## config.mk

```make
export PLATFORM = sky130hd
export DESIGN_NAME = status_reg_block_protect
export DESIGN_NICKNAME = d
export VERILOG_FILES = /design/src/common/status_protect_pkg.sv /design/src/logic/serial_cmd_port.sv /design/src/logic/status_reg_block_protect.sv
export VERILOG_INCLUDE_DIRS = /design/src /design/src/common
export SDC_FILE = /design/constraint.sdc
export NUM_CORES = 1
export LEC_CHECK = 0
export BUFFER_PORTS_ARGS = -buffer_cell sky130_fd_sc_hd__buf_2
export CAP_MARGIN = 20
export CORE_MARGIN = 3
export CORE_UTILIZATION = 62
export CTS_CLUSTER_DIAMETER = 50
export DETAILED_ROUTE_END_ITERATION = 8
export GPL_ROUTABILITY_DRIVEN = 0
export HOLD_SLACK_MARGIN = 0.15
export PLACE_DENSITY = 0.84
export SLEW_MARGIN = 40
export SYNTH_ARGS = -nofsm -noshare
export SYNTH_HDL_FRONTEND = slang
export SYNTH_SLANG_ARGS = --single-unit
export TNS_END_PERCENT = 20
```

## constraint.sdc

```tcl
create_clock -name mclk -period 5.1 [get_ports mclk]
set_input_delay 0.255 -clock mclk [delete_from_list [all_inputs] [get_ports mclk]]
set_output_delay 0.255 -clock mclk [all_outputs]
set_load 0.005 [all_outputs]
```

## src/common/status_protect_defines.svh

```systemverilog
// Constants for the status register and block-protection logic.
// Assumes a 10 MHz core clock and a byte-addressed 24-bit array.
`ifndef STATUS_PROTECT_DEFINES_SVH
`define STATUS_PROTECT_DEFINES_SVH

// --------------------------------------------------------------
// Array geometry
// --------------------------------------------------------------
`define ADDR_W            24
`define SECTOR_LSB        16
`define SECTOR_COUNT      256
`define SUB32K_COUNT      512
`define SUB4K_COUNT       4096
`define TOP_ADDR          24'hffffff

// --------------------------------------------------------------
// Status byte field positions
// --------------------------------------------------------------
`define ST_WDIS_BIT       7
`define ST_BPMSB_BIT      6
`define ST_TB_BIT         5
`define ST_BPLO_HI        4
`define ST_BPLO_LO        2
`define ST_WEL_BIT        1
`define ST_WIP_BIT        0

// Flag status byte field positions
`define FS_READY_BIT      7
`define FS_ERASE_ERR_BIT  5
`define FS_PROG_ERR_BIT   4
`define FS_PROT_ERR_BIT   1

// --------------------------------------------------------------
// Reset values
// --------------------------------------------------------------
`define RST_WDIS          1'b0
`define RST_TB            1'b0
`define RST_BP            4'h0
`define RST_WEL           1'b0
`define RST_FLAG_BYTE     8'h80

// --------------------------------------------------------------
// Serial opcodes
// --------------------------------------------------------------
`define OP_WRITE_ENABLE   8'h06
`define OP_WRITE_DISABLE  8'h04
`define OP_READ_STATUS    8'h05
`define OP_WRITE_STATUS   8'h01
`define OP_READ_FLAG      8'h70
`define OP_CLEAR_FLAG     8'h50

// --------------------------------------------------------------
// Timing
// --------------------------------------------------------------
`define MCLK_PERIOD_NS    100
`define WRSR_TIME_NS      5000
`define WRSR_CYCLES \
  ((`WRSR_TIME_NS + `MCLK_PERIOD_NS - 1) / `MCLK_PERIOD_NS)

`endif

```

## src/common/status_protect_pkg.sv

```systemverilog
// Types shared by the status register block and its serial port.
// Assumes the constants header is on the include path.
package status_protect_pkg;

  typedef enum logic [1:0] {
    ST_IDLE,
    ST_WRSR_BUSY,
    ST_ARRAY_BUSY
  } busy_state_e;

  typedef logic [7:0] byte_t;

endpackage

```

## src/logic/serial_cmd_port.sv

```systemverilog
// Serial command port: samples the link pins on mclk and frames bytes.
// Assumes sclk is far slower than mclk (several samples per phase).
`timescale 1ns/100ps
`include "status_protect_defines.svh"

module serial_cmd_port (
  input  wire logic                       mclk,
  input  wire logic                       rstn,
  input  wire logic                       sclk,
  input  wire logic                       csN,
  input  wire logic                       dqIn,
  input  wire status_protect_pkg::byte_t  statusByte,
  input  wire status_protect_pkg::byte_t  flagByte,
  output logic                            dqOut,
  output logic                            dqOe,
  output logic                            cmdStrobe,
  output status_protect_pkg::byte_t       cmdOpcode,
  output status_protect_pkg::byte_t       cmdData,
  output logic [4:0]                      cmdBits
);
  import status_protect_pkg::*;

  typedef struct packed {
    logic       ckS1;
    logic       ckS2;
    logic       ckPrev;
    logic       csS1;
    logic       csS2;
    logic       csPrev;
    logic       dS1;
    logic       dS2;
    logic [4:0] bitCnt;
    byte_t      shiftIn;
    byte_t      opcode;
    byte_t      dataByte;
    byte_t      shiftOut;
    logic       dqOut;
    logic       dqOe;
    logic       cmdStb;
    byte_t      cmdOp;
    byte_t      cmdDat;
    logic [4:0] cmdLen;
  } port_s;

  port_s stateReg;
  port_s stateNext;

  // ------------------------------------------------------------
  // Framing
  // ------------------------------------------------------------
  always_comb begin
    logic  rise;
    logic  fall;
    logic  isRead;
    byte_t loadByte;
    rise     = 1'b0;
    fall     = 1'b0;
    isRead   = 1'b0;
    loadByte = 8'h00;
    stateNext = stateReg;
    stateNext.ckS1   = sclk;
    stateNext.ckS2   = stateReg.ckS1;
    stateNext.ckPrev = stateReg.ckS2;
    stateNext.csS1   = csN;
    stateNext.csS2   = stateReg.csS1;
    stateNext.csPrev = stateReg.csS2;
    stateNext.dS1    = dqIn;
    stateNext.dS2    = stateReg.dS1;
    stateNext.cmdStb = 1'b0;
    rise   = stateReg.ckS2 & ~stateReg.ckPrev;
    fall   = ~stateReg.ckS2 & stateReg.ckPrev;
    isRead = (stateReg.opcode == `OP_READ_STATUS) ||
             (stateReg.opcode == `OP_READ_FLAG);
    loadByte = (stateReg.opcode == `OP_READ_FLAG) ? flagByte : statusByte;
    if (stateReg.csS2) begin
      stateNext.bitCnt = 5'h00;
      stateNext.dqOe   = 1'b1;
      stateNext.opcode = 8'h00;
      // Commands act on deselect, so a cut-short frame is visible
      if (!stateReg.csPrev) begin
        stateNext.cmdStb = 1'b1;
        stateNext.cmdOp  = stateReg.opcode;
        stateNext.cmdDat = stateReg.dataByte;
        stateNext.cmdLen = stateReg.bitCnt;
      end
    end else begin
      if (rise) begin
        stateNext.shiftIn = {stateReg.shiftIn[6:0], stateReg.dS2};
        // Wrap 31 back to 24 so byte phase keeps cycling on long reads
        stateNext.bitCnt = (stateReg.bitCnt == 5'h1f) ? 5'h18 :
                           stateReg.bitCnt + 5'h01;
        if (stateReg.bitCnt == 5'h07) begin
          stateNext.opcode = {stateReg.shiftIn[6:0], stateReg.dS2};
        end
        if (stateReg.bitCnt == 5'h0f) begin
          stateNext.dataByte = {stateReg.shiftIn[6:0], stateReg.dS2};
        end
      end
      if (fall && isRead && stateReg.bitCnt >= 5'h08) begin
        stateNext.dqOe = 1'b0;
        // Reload each byte so polling sees live busy state
        if (stateReg.bitCnt[2:0] == 3'h0) begin
          stateNext.dqOut    = loadByte[7];
          stateNext.shiftOut = {loadByte[6:0], 1'b0};
        end else begin
          stateNext.dqOut    = stateReg.shiftOut[7];
          stateNext.shiftOut = {stateReg.shiftOut[6:0], 1'b0};
        end
      end
    end
  end

  always_ff @(posedge mclk) begin
    if (!rstn) begin
      stateReg      <= '0;
      stateReg.ckS1 <= 1'b0;
      stateReg.csS1 <= 1'b1;
      stateReg.csS2 <= 1'b1;
      stateReg.csPrev <= 1'b1;
      stateReg.dqOe <= 1'b1;
    end else begin
      stateReg <= stateNext;
    end
  end

  assign dqOut     = stateReg.dqOut;
  assign dqOe      = stateReg.dqOe;
  assign cmdStrobe = stateReg.cmdStb;
  assign cmdOpcode = stateReg.cmdOp;
  assign cmdData   = stateReg.cmdDat;
  assign cmdBits   = stateReg.cmdLen;

endmodule // serial_cmd_port

```

## src/logic/status_reg_block_protect.sv

```systemverilog
// Status register, flag status and sector block protection.
// Assumes an array controller on mclk that requests program/erase.
`timescale 1ns/100ps
`include "status_protect_defines.svh"

module status_reg_block_protect #(
  parameter int unsigned WRSR_CYCLES = `WRSR_CYCLES
) (
  input  wire logic                   mclk,
  input  wire logic                   rstn,
  input  wire logic                   sclk,
  input  wire logic                   csN,
  input  wire logic                   dqIn,
  input  wire logic                   wpN,
  input  wire logic                   opReq,
  input  wire logic                   opErase,
  input  wire logic                   opBulk,
  input  wire logic [`ADDR_W-1:0]     opAddr,
  input  wire logic                   opDone,
  output logic                        dqOut,
  output logic                        dqOe,
  output logic                        opStart,
  output logic                        opReject,
  output status_protect_pkg::byte_t   statusOut,
  output status_protect_pkg::byte_t   flagOut
);
  import status_protect_pkg::*;

  typedef struct packed {
    logic        wpS1;
    logic        wpS2;
    busy_state_e state;
    logic [15:0] waitCnt;
    logic        wdis;
    logic        topBottom;
    logic [3:0]  blockProtectField;
    logic        wel;
    logic        protErr;
    logic        progErr;
    logic        eraseErr;
    logic        opStart;
    logic        opReject;
    byte_t       statusByte;
    byte_t       flagByte;
  } ctrl_s;

  ctrl_s ctrlReg;
  ctrl_s ctrlNext;

  logic       cmdStrobe;
  byte_t      cmdOpcode;
  byte_t      cmdData;
  logic [4:0] cmdBits;

  // ------------------------------------------------------------
  // Serial link
  // ------------------------------------------------------------
  serial_cmd_port u_port (
    .mclk       (mclk),
    .rstn       (rstn),
    .sclk       (sclk),
    .csN        (csN),
    .dqIn       (dqIn),
    .statusByte (ctrlReg.statusByte),
    .flagByte   (ctrlReg.flagByte),
    .dqOut      (dqOut),
    .dqOe       (dqOe),
    .cmdStrobe  (cmdStrobe),
    .cmdOpcode  (cmdOpcode),
    .cmdData    (cmdData),
    .cmdBits    (cmdBits)
  );

  // ------------------------------------------------------------
  // Protected-sector decode
  // ------------------------------------------------------------
  function automatic logic sectorProtected(
    input logic [3:0] code,
    input logic       bottom,
    input logic [7:0] sector
  );
    logic [8:0] span;
    span = 9'h000;
    if (code == 4'h0) begin
      sectorProtected = 1'b0;
    end else if (code >= 4'h9) begin
      sectorProtected = 1'b1;
    end else begin
      span = 9'h001 << (code - 4'h1);
      if (bottom) begin
        sectorProtected = ({1'b0, sector} < span);
      end else begin
        sectorProtected = ({1'b0, sector} >= (9'h100 - span));
      end
    end
  endfunction

  // ------------------------------------------------------------
  // Control
  // ------------------------------------------------------------
  always_comb begin
    logic       hwLock;
    logic       busy;
    logic [7:0] sector;
    hwLock = 1'b0;
    busy   = 1'b0;
    sector = 8'h00;
    ctrlNext = ctrlReg;
    ctrlNext.wpS1     = wpN;
    ctrlNext.wpS2     = ctrlReg.wpS1;
    ctrlNext.opStart  = 1'b0;
    ctrlNext.opReject = 1'b0;
    // Lock follows the pin level, so raising it or a reset are the only ways out
    hwLock = ctrlReg.wdis & ~ctrlReg.wpS2;
    sector = opAddr[`ADDR_W-1:`SECTOR_LSB];

    if (cmdStrobe && cmdOpcode == `OP_CLEAR_FLAG && cmdBits == 5'h08) begin
      ctrlNext.protErr  = 1'b0;
      ctrlNext.progErr  = 1'b0;
      ctrlNext.eraseErr = 1'b0;
    end

    unique case (ctrlReg.state)
      ST_IDLE: begin
        if (cmdStrobe) begin
          if (cmdOpcode == `OP_WRITE_ENABLE && cmdBits == 5'h08) begin
            ctrlNext.wel = 1'b1;
          end else if (cmdOpcode == `OP_WRITE_DISABLE &&
                       cmdBits == 5'h08) begin
            ctrlNext.wel = 1'b0;
          end else if (cmdOpcode == `OP_WRITE_STATUS &&
                       cmdBits == 5'h10) begin
            if (ctrlReg.wel && !hwLock) begin
              ctrlNext.wdis      = cmdData[`ST_WDIS_BIT];
              ctrlNext.topBottom = cmdData[`ST_TB_BIT];
              ctrlNext.blockProtectField =
                {cmdData[`ST_BPMSB_BIT],
                 cmdData[`ST_BPLO_HI:`ST_BPLO_LO]};
              ctrlNext.state   = ST_WRSR_BUSY;
              ctrlNext.waitCnt = 16'(WRSR_CYCLES);
            end else begin
              ctrlNext.wel = 1'b0;
            end
          end
        end else if (opReq) begin
          if (!ctrlReg.wel) begin
            ctrlNext.opReject = 1'b1;
          end else if (opBulk && ctrlReg.blockProtectField != 4'h0) begin
            ctrlNext.opReject = 1'b1;
            ctrlNext.wel      = 1'b0;
            ctrlNext.protErr  = 1'b1;
            ctrlNext.eraseErr = 1'b1;
          end else if (!opBulk &&
                       sectorProtected(ctrlReg.blockProtectField,
                                       ctrlReg.topBottom, sector)) begin
            ctrlNext.opReject = 1'b1;
            ctrlNext.wel      = 1'b0;
            ctrlNext.protErr  = 1'b1;
            if (opErase) begin
              ctrlNext.eraseErr = 1'b1;
            end else begin
              ctrlNext.progErr = 1'b1;
            end
          end else begin
            ctrlNext.opStart = 1'b1;
            ctrlNext.state   = ST_ARRAY_BUSY;
          end
        end
      end
      ST_WRSR_BUSY: begin
        ctrlNext.waitCnt = ctrlReg.waitCnt - 16'h0001;
        if (ctrlReg.waitCnt <= 16'h0001) begin
          ctrlNext.state = ST_IDLE;
          ctrlNext.wel   = 1'b0;
        end
      end
      ST_ARRAY_BUSY: begin
        if (opDone) begin
          ctrlNext.state = ST_IDLE;
          ctrlNext.wel   = 1'b0;
        end
      end
      default: begin
        ctrlNext.state = ST_IDLE;
      end
    endcase

    // Both bytes derive from one busy term so they never disagree
    busy = (ctrlNext.state != ST_IDLE);
    ctrlNext.statusByte = {ctrlNext.wdis,
                           ctrlNext.blockProtectField[3],
                           ctrlNext.topBottom,
                           ctrlNext.blockProtectField[2:0],
                           ctrlNext.wel,
                           busy};
    ctrlNext.flagByte = {~busy, 1'b0, ctrlNext.eraseErr,
                         ctrlNext.progErr, 2'b00,
                         ctrlNext.protErr, 1'b0};
  end

  // ------------------------------------------------------------
  // State register
  // ------------------------------------------------------------
  always_ff @(posedge mclk) begin
    if (!rstn) begin
      ctrlReg                   <= '0;
      ctrlReg.state             <= ST_IDLE;
      ctrlReg.wdis              <= `RST_WDIS;
      ctrlReg.topBottom         <= `RST_TB;
      ctrlReg.blockProtectField <= `RST_BP;
      ctrlReg.wel               <= `RST_WEL;
      ctrlReg.flagByte          <= `RST_FLAG_BYTE;
      ctrlReg.wpS1              <= 1'b1;
      ctrlReg.wpS2              <= 1'b1;
    end else begin
      ctrlReg <= ctrlNext;
    end
  end

  assign opStart   = ctrlReg.opStart;
  assign opReject  = ctrlReg.opReject;
  assign statusOut = ctrlReg.statusByte;
  assign flagOut   = ctrlReg.flagByte;

endmodule // status_reg_block_protect

```

==> results of run 1 <==
kinds of logic (layout without fill, tap and decap cells):
logic type      count (synthesis)  after routing
buf+inv                        53             66
simple gates                  227            227
mux                            28             28
compound gates                 91             91
other cells                     1              4
xor+xnor                       14             14
flops                          97             97
fa+ha+maj                      19             19
power breakdown:
part / internal [mW] / switching (mW) / leakage [nW]
sequential: 0.761 / 0.00315 / 0.783
clock: 0.336 / 0.256 / 0.126
combinational: 0.0194 / 0.0303 / 1.01
worst max-delay path: cells and delay by family (launching register included):
| kind | cells | cell delay (ns) |
|---|---|---|
| flip-flops | 1 | 0.59 |
| AO/OA/AOI/OAI | 5 | 1.40 |
| adder cells (fa/ha/maj) | 1 | 0.28 |
| AND/OR/NAND/NOR | 4 | 0.82 |
layer usage:
metal	wire length, µm	up-vias	GRT usage [%]	part of all wire (%)
met4	144	0	6.910	1.6
li1	-	1832	-	-
met3	378	13	4.512	4.1
met5	0	-	0	0
met1	4131	1723	28.41	45
met2	4455	78	37.92	49
final cells by class:
cell class	instances	area (µm²)
fillers	544	2017
clock inverters	6	105.1
repair buffers	39	222.7
well taps	96	120.1
clock buffers	10	137.6
flip-flops and latches	97	1942
inverters	11	42.54
multi-input cells	383	2357
stage by stage:
stage                     cells  setup WS (ns)  instance area (µm²)  hold slack, ns  power, mW
after floorplan             533          2.329                 4561          0.3565     0.8144
after global placement      621          2.009                 4627          0.3938     0.8261
after detailed placement    621          1.891                 4629          0.3979     0.8285
after CTS                   642          1.898                 4922          0.1528      1.412
after global routing        642          1.461                 4927          0.1642      1.453
final                       642          1.867                 4927          0.1582      1.406
flip-flops by register name, indices dropped and copies added (netlist names):
| signal | cells |
|---|---|
| statusOut | 4 |
| flagOut | 4 |
| ctrlNext | 1 |
| u_port.cmdOpcode | 8 |
| u_port.cmdBits | 5 |
| opStart | 1 |
| u_port.dqOut | 1 |
| opReject | 1 |
| u_port.dqOe | 1 |
| u_port.cmdStrobe | 1 |
| ctrlReg | 23 |
| u_port.stateNext | 5 |
| u_port.cmdData | 6 |
| u_port.stateReg | 36 |
placed cells by master (no fill, tap or decap), drive strengths merged, types with 12 or more instances in the layout:
cell	count
nand3	12
nor2	69
nand2b	15
mux2i	24
nand2	63
xor2	12
dfxtp	97
nand4	13
ha	19
o21ai	16
a21oi	35
buf	34
final timing paths:
kind / startpoint / to / cells after the start
worst min register to register: ctrlNext[46] / ctrlReg[46] / 1
worst max register to register: ctrlReg[23] / flagOut[7] / 10
worst min-delay path: opErase / flagOut[5] / 3
worst max-delay path: ctrlReg[23] / flagOut[7] / 10
==> results.md, run 1 <==
- Total of max-cap violations: 0
- Total routing resource utilization after global routing: about 22%
- Post-DR vias/cell: 5.679
- Leakage: between 1.5 and 2 nW
- Synthesized-area fraction occupied by and/or/nand/nor cells: 24.67%
- Synth cell count leaders: sky130_fd_sc_hd__dfxtp_1 (97), sky130_fd_sc_hd__nor2_1 (68), sky130_fd_sc_hd__nand2_1 (63)
- Maximum clock skew at final layout: 0.009344 ns
- Number of core rows: 30
- Cts hold-fix bufs: 5
- Yosys cell types: between 60 and 70
- Library cell used as clock root buffer: sky130_fd_sc_hd__clkbuf_8
- TritonCTS Buffers: 9
- Final count of hold timing violations: 0
- Number of port buffers: 33
- Mux contribution to synthesized area: between 6 and 7%
- Setup slack on the worst flop-to-flop path: approximately 1.9 ns
- Sequential area share after synthesis: 42.68%
- Final worst path period need: around 3.2 ns
- Maximum root-to-sink buffer count: 2
- Cts repair resizes: 0
- GRT Residual Overflow: 0
- Number of antenna repair diodes: 0
- Synthesized-area fraction occupied by xor and xnor cells: about 2.7%
- Number of synthesis warnings: 0
- Unrepaired setup endpoints after global routing: no
- Final setup violation count: 0
- Number of top-level pins: 54
- Via count of the routed design: approximately 3600
- Initial Util: around 66%
- Worst relative slew slack: approximately 53%
- Max stage delay cell, worst path: sky130_fd_sc_hd__dfxtp_1
- Classification of the worst setup path: flop to flop
- Post-route antenna net violation count: 0
- Area share of the largest cell type after synthesis: a little over two fifths
- Worst setup SP type: flop
- Gate Count Post-Synth: between 500 and 600
- Antenna violations before repair: 0
- Detailed-route wire length: slightly above 9000 µm
- Fraction of final layout cells with drive strength greater than 1: roughly a tenth
- Clock H-tree levels: 3
- DRC violations left: 0
- Core occupancy in the finished layout: 70.96%
- TritonCTS clock tree: yes
- Die area: 0.008402 mm²
- DR iter-0 viols: between 150 and 200
- Setup Total Neg Slack: 0 ns
- Max FO, Critical Path: 13
- Number of setup buffers added after CTS: 0
- Cell with the most instances after synthesis: sky130_fd_sc_hd__dfxtp_1
- Crit-path max cell delay: 0.59 ns
- Ranking of synthesized cells by area: sky130_fd_sc_hd__dfxtp_1 (43%), sky130_fd_sc_hd__nor2_1 (5.6%), sky130_fd_sc_hd__mux2i_1 (5.3%)
- Run status: finished clean
- Class of the most critical hold timing path: input port to flop
- Maximum clock rate: around 0.31 GHz
- TritonCTS sink count: 97
- Height of the die: 91.66 µm
- Arrival @ worst endpoint: 3.46 ns
- Flip-flop cell with the highest count after synthesis: sky130_fd_sc_hd__dfxtp_1
- Largest net degree at the start of global routing: 50
- Proportion of register bits with asynchronous set or reset after synthesis: 0%
- #FFs+latches synth: 97
- DP HPWL: roughly 6500 µm
- Via count of the first global-routing pass: approximately 3500
- Share of the clock period used by the worst path: ~63%
- Arithmetic-cell share of the synthesized area counting full adders, half adders and majority gates: approximately 5.2%
- Combinational family with the most area after synthesis: simple AND/OR/NAND/NOR gates
- Clock Latency Late Sink: 0.37 ns
- Count of pins over their slew limit: 0
- Peak supply drop: approximately 0.00018 V
- Synth-to-Final Area Change: 8.306%
- Post-synth EDFFs: 0
- Data required time of the worst path: 5.33 ns
- Average instance area after synthesis: about 8.6 µm²
- Area of the mapped netlist: between 0.004 and 0.005 mm²
- Number of nets in the final layout: 594
- Core ar.: about 0.0069 mm²
- Worst Tran Pin Value: 0.6982 ns
- Die boundary width: a little over 90 µm
- Nature of the critical path endpoint: flop
- Clock transition at the registers of the reported paths: 0.09 ns
- Post-synthesis compound-gate area fraction: 12.49%
- Total power density per cell area: about 290 mW/mm²
- Top cell type by total area after synthesis: sky130_fd_sc_hd__dfxtp_1
- Number of optimization iterations in the first detailed-route pass: 5
- Wirelength per Cell: roughly 14 µm
- Cell chain of the critical path: nor3_1, or3b_1, and2_1, ha_1, a211oi_1, nor2_1, a2111oi_0, o211ai_1, a21oi_1, o31ai_1
- Global-route wire length before repair: around 15000 µm
No activity file was read; power rests on OpenSTA's default activity.
==> run 2: changes to the inputs <==
--- a/config.mk
+++ b/config.mk
@@ -9,12 +9,12 @@
 export BUFFER_PORTS_ARGS = -buffer_cell sky130_fd_sc_hd__buf_2
 export CAP_MARGIN = 20
 export CORE_MARGIN = 3
-export CORE_UTILIZATION = 62
+export CORE_UTILIZATION = 58
 export CTS_CLUSTER_DIAMETER = 50
 export DETAILED_ROUTE_END_ITERATION = 8
 export GPL_ROUTABILITY_DRIVEN = 0
 export HOLD_SLACK_MARGIN = 0.15
-export PLACE_DENSITY = 0.84
+export PLACE_DENSITY = 0.79
 export SLEW_MARGIN = 40
 export SYNTH_ARGS = -nofsm -noshare
 export SYNTH_HDL_FRONTEND = slang
==> constraint.sdc (replaced) <==
create_clock -name mclk -period 3.2 [get_ports mclk]
set_input_delay 0.16 -clock mclk [delete_from_list [all_inputs] [get_ports mclk]]
set_output_delay 0.16 -clock mclk [all_outputs]
set_load 0.005 [all_outputs]
==> results.md, run 2 (synthesis results as in run 1) <==
- Wirelength per Cell: roughly 14 µm
- Area occupied by multi-input gates: 0.002356 mm²
- Synth-to-Final Area Change: 7.618%
- Setup slack on the worst flop-to-flop path: between 0.3 and 0.4 ns
- Largest delay contributor family on the critical path: compound AO/OA/AOI/OAI gates
- Share of the clock period used by the worst path: roughly nine tenths
- Maximum root-to-sink buffer count: 2
- Die boundary width: ~95 µm
- Number of core rows: 31
- Max stage delay cell, worst path: sky130_fd_sc_hd__dfxtp_2
- Peak supply drop: ~0.00036 V
- Cell area after layout: ~0.0049 mm²
- Global-route wire length before repair: around 15000 µm
- Unrepaired setup endpoints after global routing: no
- Hold-critical path endpoint: ctrlReg[45]
- TritonCTS clock tree: yes
- Total routing resource utilization after global routing: around a fifth
- Number of setup buffers added after CTS: 0
- Worst hold path cell count: 3
- Final worst path period need: roughly 2.8 ns
- GRT Residual Overflow: 0
- Cell area after placement: 0.004661 mm²
- DR iter-0 viols: 152
- Via count of the routed design: ~3600
- Classification of the worst setup path: flop to flop
- Cell chain of the critical path: nor3_1, or3b_1, and2_1, ha_1, a211oi_1, nor2_1, a2111oi_1, o211ai_1, a21oi_1, o31ai_1
- Number of top-level pins: 54
- DP HPWL: roughly 6400 µm
- Run status: finished clean
- Initial Util: a little over 60%
- Fraction of final layout cells with drive strength greater than 1: between 10% and 20%
- Flip-flop count of the largest register, all copies and words added: 36
- Nature of the critical path endpoint: flop
- Total of max-cap violations: 0
- Clock Latency Late Sink: approximately 0.37 ns
- Total power density per cell area: 409.5 mW/mm²
- Number of port buffers: 33
- Highest metal layer with signal wires: met4
- Largest net degree at the start of global routing: 50
- Data required time of the worst path: approximately 3.4 ns
- Post-route antenna net violation count: 0
- Number of antenna repair diodes: 0
- DRC violations left: 0
- Worst setup SP type: flop
- Most frequent standard cell in the layout excluding fill and tap cells: sky130_fd_sc_hd__dfxtp_1
- Library cell used as clock root buffer: sky130_fd_sc_hd__clkbuf_8
- Die area: ~0.0089 mm²
- Reg2reg end: flagOut[7]
- Fill cell count: 626
- Height of the die: around 95 µm
- Class of the most critical hold timing path: input port to flop
- Max FO, Critical Path: 10
- Maximum clock skew at final layout: between 0.015 and 0.02 ns
- Via count of the first global-routing pass: ~3400
- Worst Tran Pin Value: 0.6847 ns
- Detailed route wirelength on metal2: roughly 4300 µm
- Startpoint of the worst hold path: opDone
- Leakage: roughly 1.9 nW
- Critical path buffer and inverter count: 0
- Met3 Wirelength: 347 µm
- Length of routed wiring on met1: 4276 µm
- Core occupancy in the finished layout: roughly 66%
- Antenna violations before repair: 0
- Final setup violation count: 0
- TritonCTS Buffers: 9
- Register with the highest flop count: u_port.stateReg
- Leading cell types in the layout, fill and taps excluded: sky130_fd_sc_hd__dfxtp_1 (96), sky130_fd_sc_hd__nor2_1 (68), sky130_fd_sc_hd__nand2_1 (63), sky130_fd_sc_hd__a21oi_1 (35), sky130_fd_sc_hd__buf_2 (33)
- Crit-path max cell delay: 0.44 ns
- Clock transition at the registers of the reported paths: 0.08 ns
- Post-DR vias/cell: approximately 5.6
- Maximum clock rate: between 0.3 and 0.4 GHz
- Reg area: 0.001943 mm²
- Number of stages on the worst setup path: 10
- Critical path origin: ctrlReg[22]
- Number of cell instances on the worst register-to-register path: 10
- Launching point of the worst reg2reg path: ctrlReg[22]
- Clock H-tree levels: 3
- Arrival @ worst endpoint: about 3.1 ns
- Final count of hold timing violations: 0
- Core ar.: approximately 0.0074 mm²
- Count of pins over their slew limit: 0
- Detailed-route wire length: around 9000 µm
- Worst relative slew slack: between 50% and 60%
- TritonCTS sink count: 97
- Setup Total Neg Slack: 0 ns
- Number of nets in the final layout: ~600
- Number of optimization iterations in the first detailed-route pass: 4
[run 2: layer usage]
metal  global-route usage, %  up-vias
met5                       0        -
met4                   7.452        0
met3                   4.622       13
met2                   35.64       71
met1                   26.58     1689
li1                        -     1840
[run 2: timing repair]
action	4_1_cts	5_1_grt
hold endpoints to repair	5	0
resized for setup	0	2
hold buffers	6	0
setup endpoints to repair	0	3
[run 2: worst max path at each step]
stage | endpoint | slack, ns
after detailed placement | flagOut[7] | 0.16
final | flagOut[7] | 0.37
after floorplan | flagOut[7] | 0.43
after global routing | flagOut[7] | 0.07
after CTS | flagOut[7] | 0.12
after global placement | flagOut[7] | 0.25
[run 2: worst reg2reg max path, stage by stage, from the launching register on]
cell                        delay [ns]
sky130_fd_sc_hd__dfxtp_2          0.44
sky130_fd_sc_hd__nor3_1           0.12
sky130_fd_sc_hd__or3b_1           0.39
sky130_fd_sc_hd__and2_1           0.17
sky130_fd_sc_hd__ha_1             0.28
sky130_fd_sc_hd__a211oi_1         0.21
sky130_fd_sc_hd__nor2_1           0.08
sky130_fd_sc_hd__a2111oi_1        0.37
sky130_fd_sc_hd__o211ai_1         0.25
sky130_fd_sc_hd__a21oi_1          0.30
sky130_fd_sc_hd__o31ai_1          0.10
[run 2: area by class of cell]
class | instances | area share (%)
clock buffer | 11 | 2.888
clock inverter | 3 | 0.5367
inverter | 11 | 0.8689
multi-input combinational | 383 | 48.12
sequential | 97 | 39.69
tap | 99 | 2.530
timing repair buffer | 44 | 5.367
[run 2: report_power, final]
part           internal, mW  switching [mW]
combinational        0.0321          0.0484
clock                 0.301           0.405
sequential             1.21         0.00472
total                  1.55           0.458
[run 2: metrics by stage]
| step | hold slack [ns] | setup slack, ns | total power, mW | instances |
|---|---|---|---|---|
| after floorplan | 0.2615 | 0.4287 | 1.298 | 533 |
| after global placement | 0.3413 | 0.2529 | 1.317 | 628 |
| after detailed placement | 0.3484 | 0.1570 | 1.320 | 628 |
| after CTS | 0.1649 | 0.1200 | 2.022 | 648 |
| after global routing | 0.1870 | 0.07185 | 2.084 | 648 |
| final | 0.1846 | 0.3696 | 2.005 | 648 |
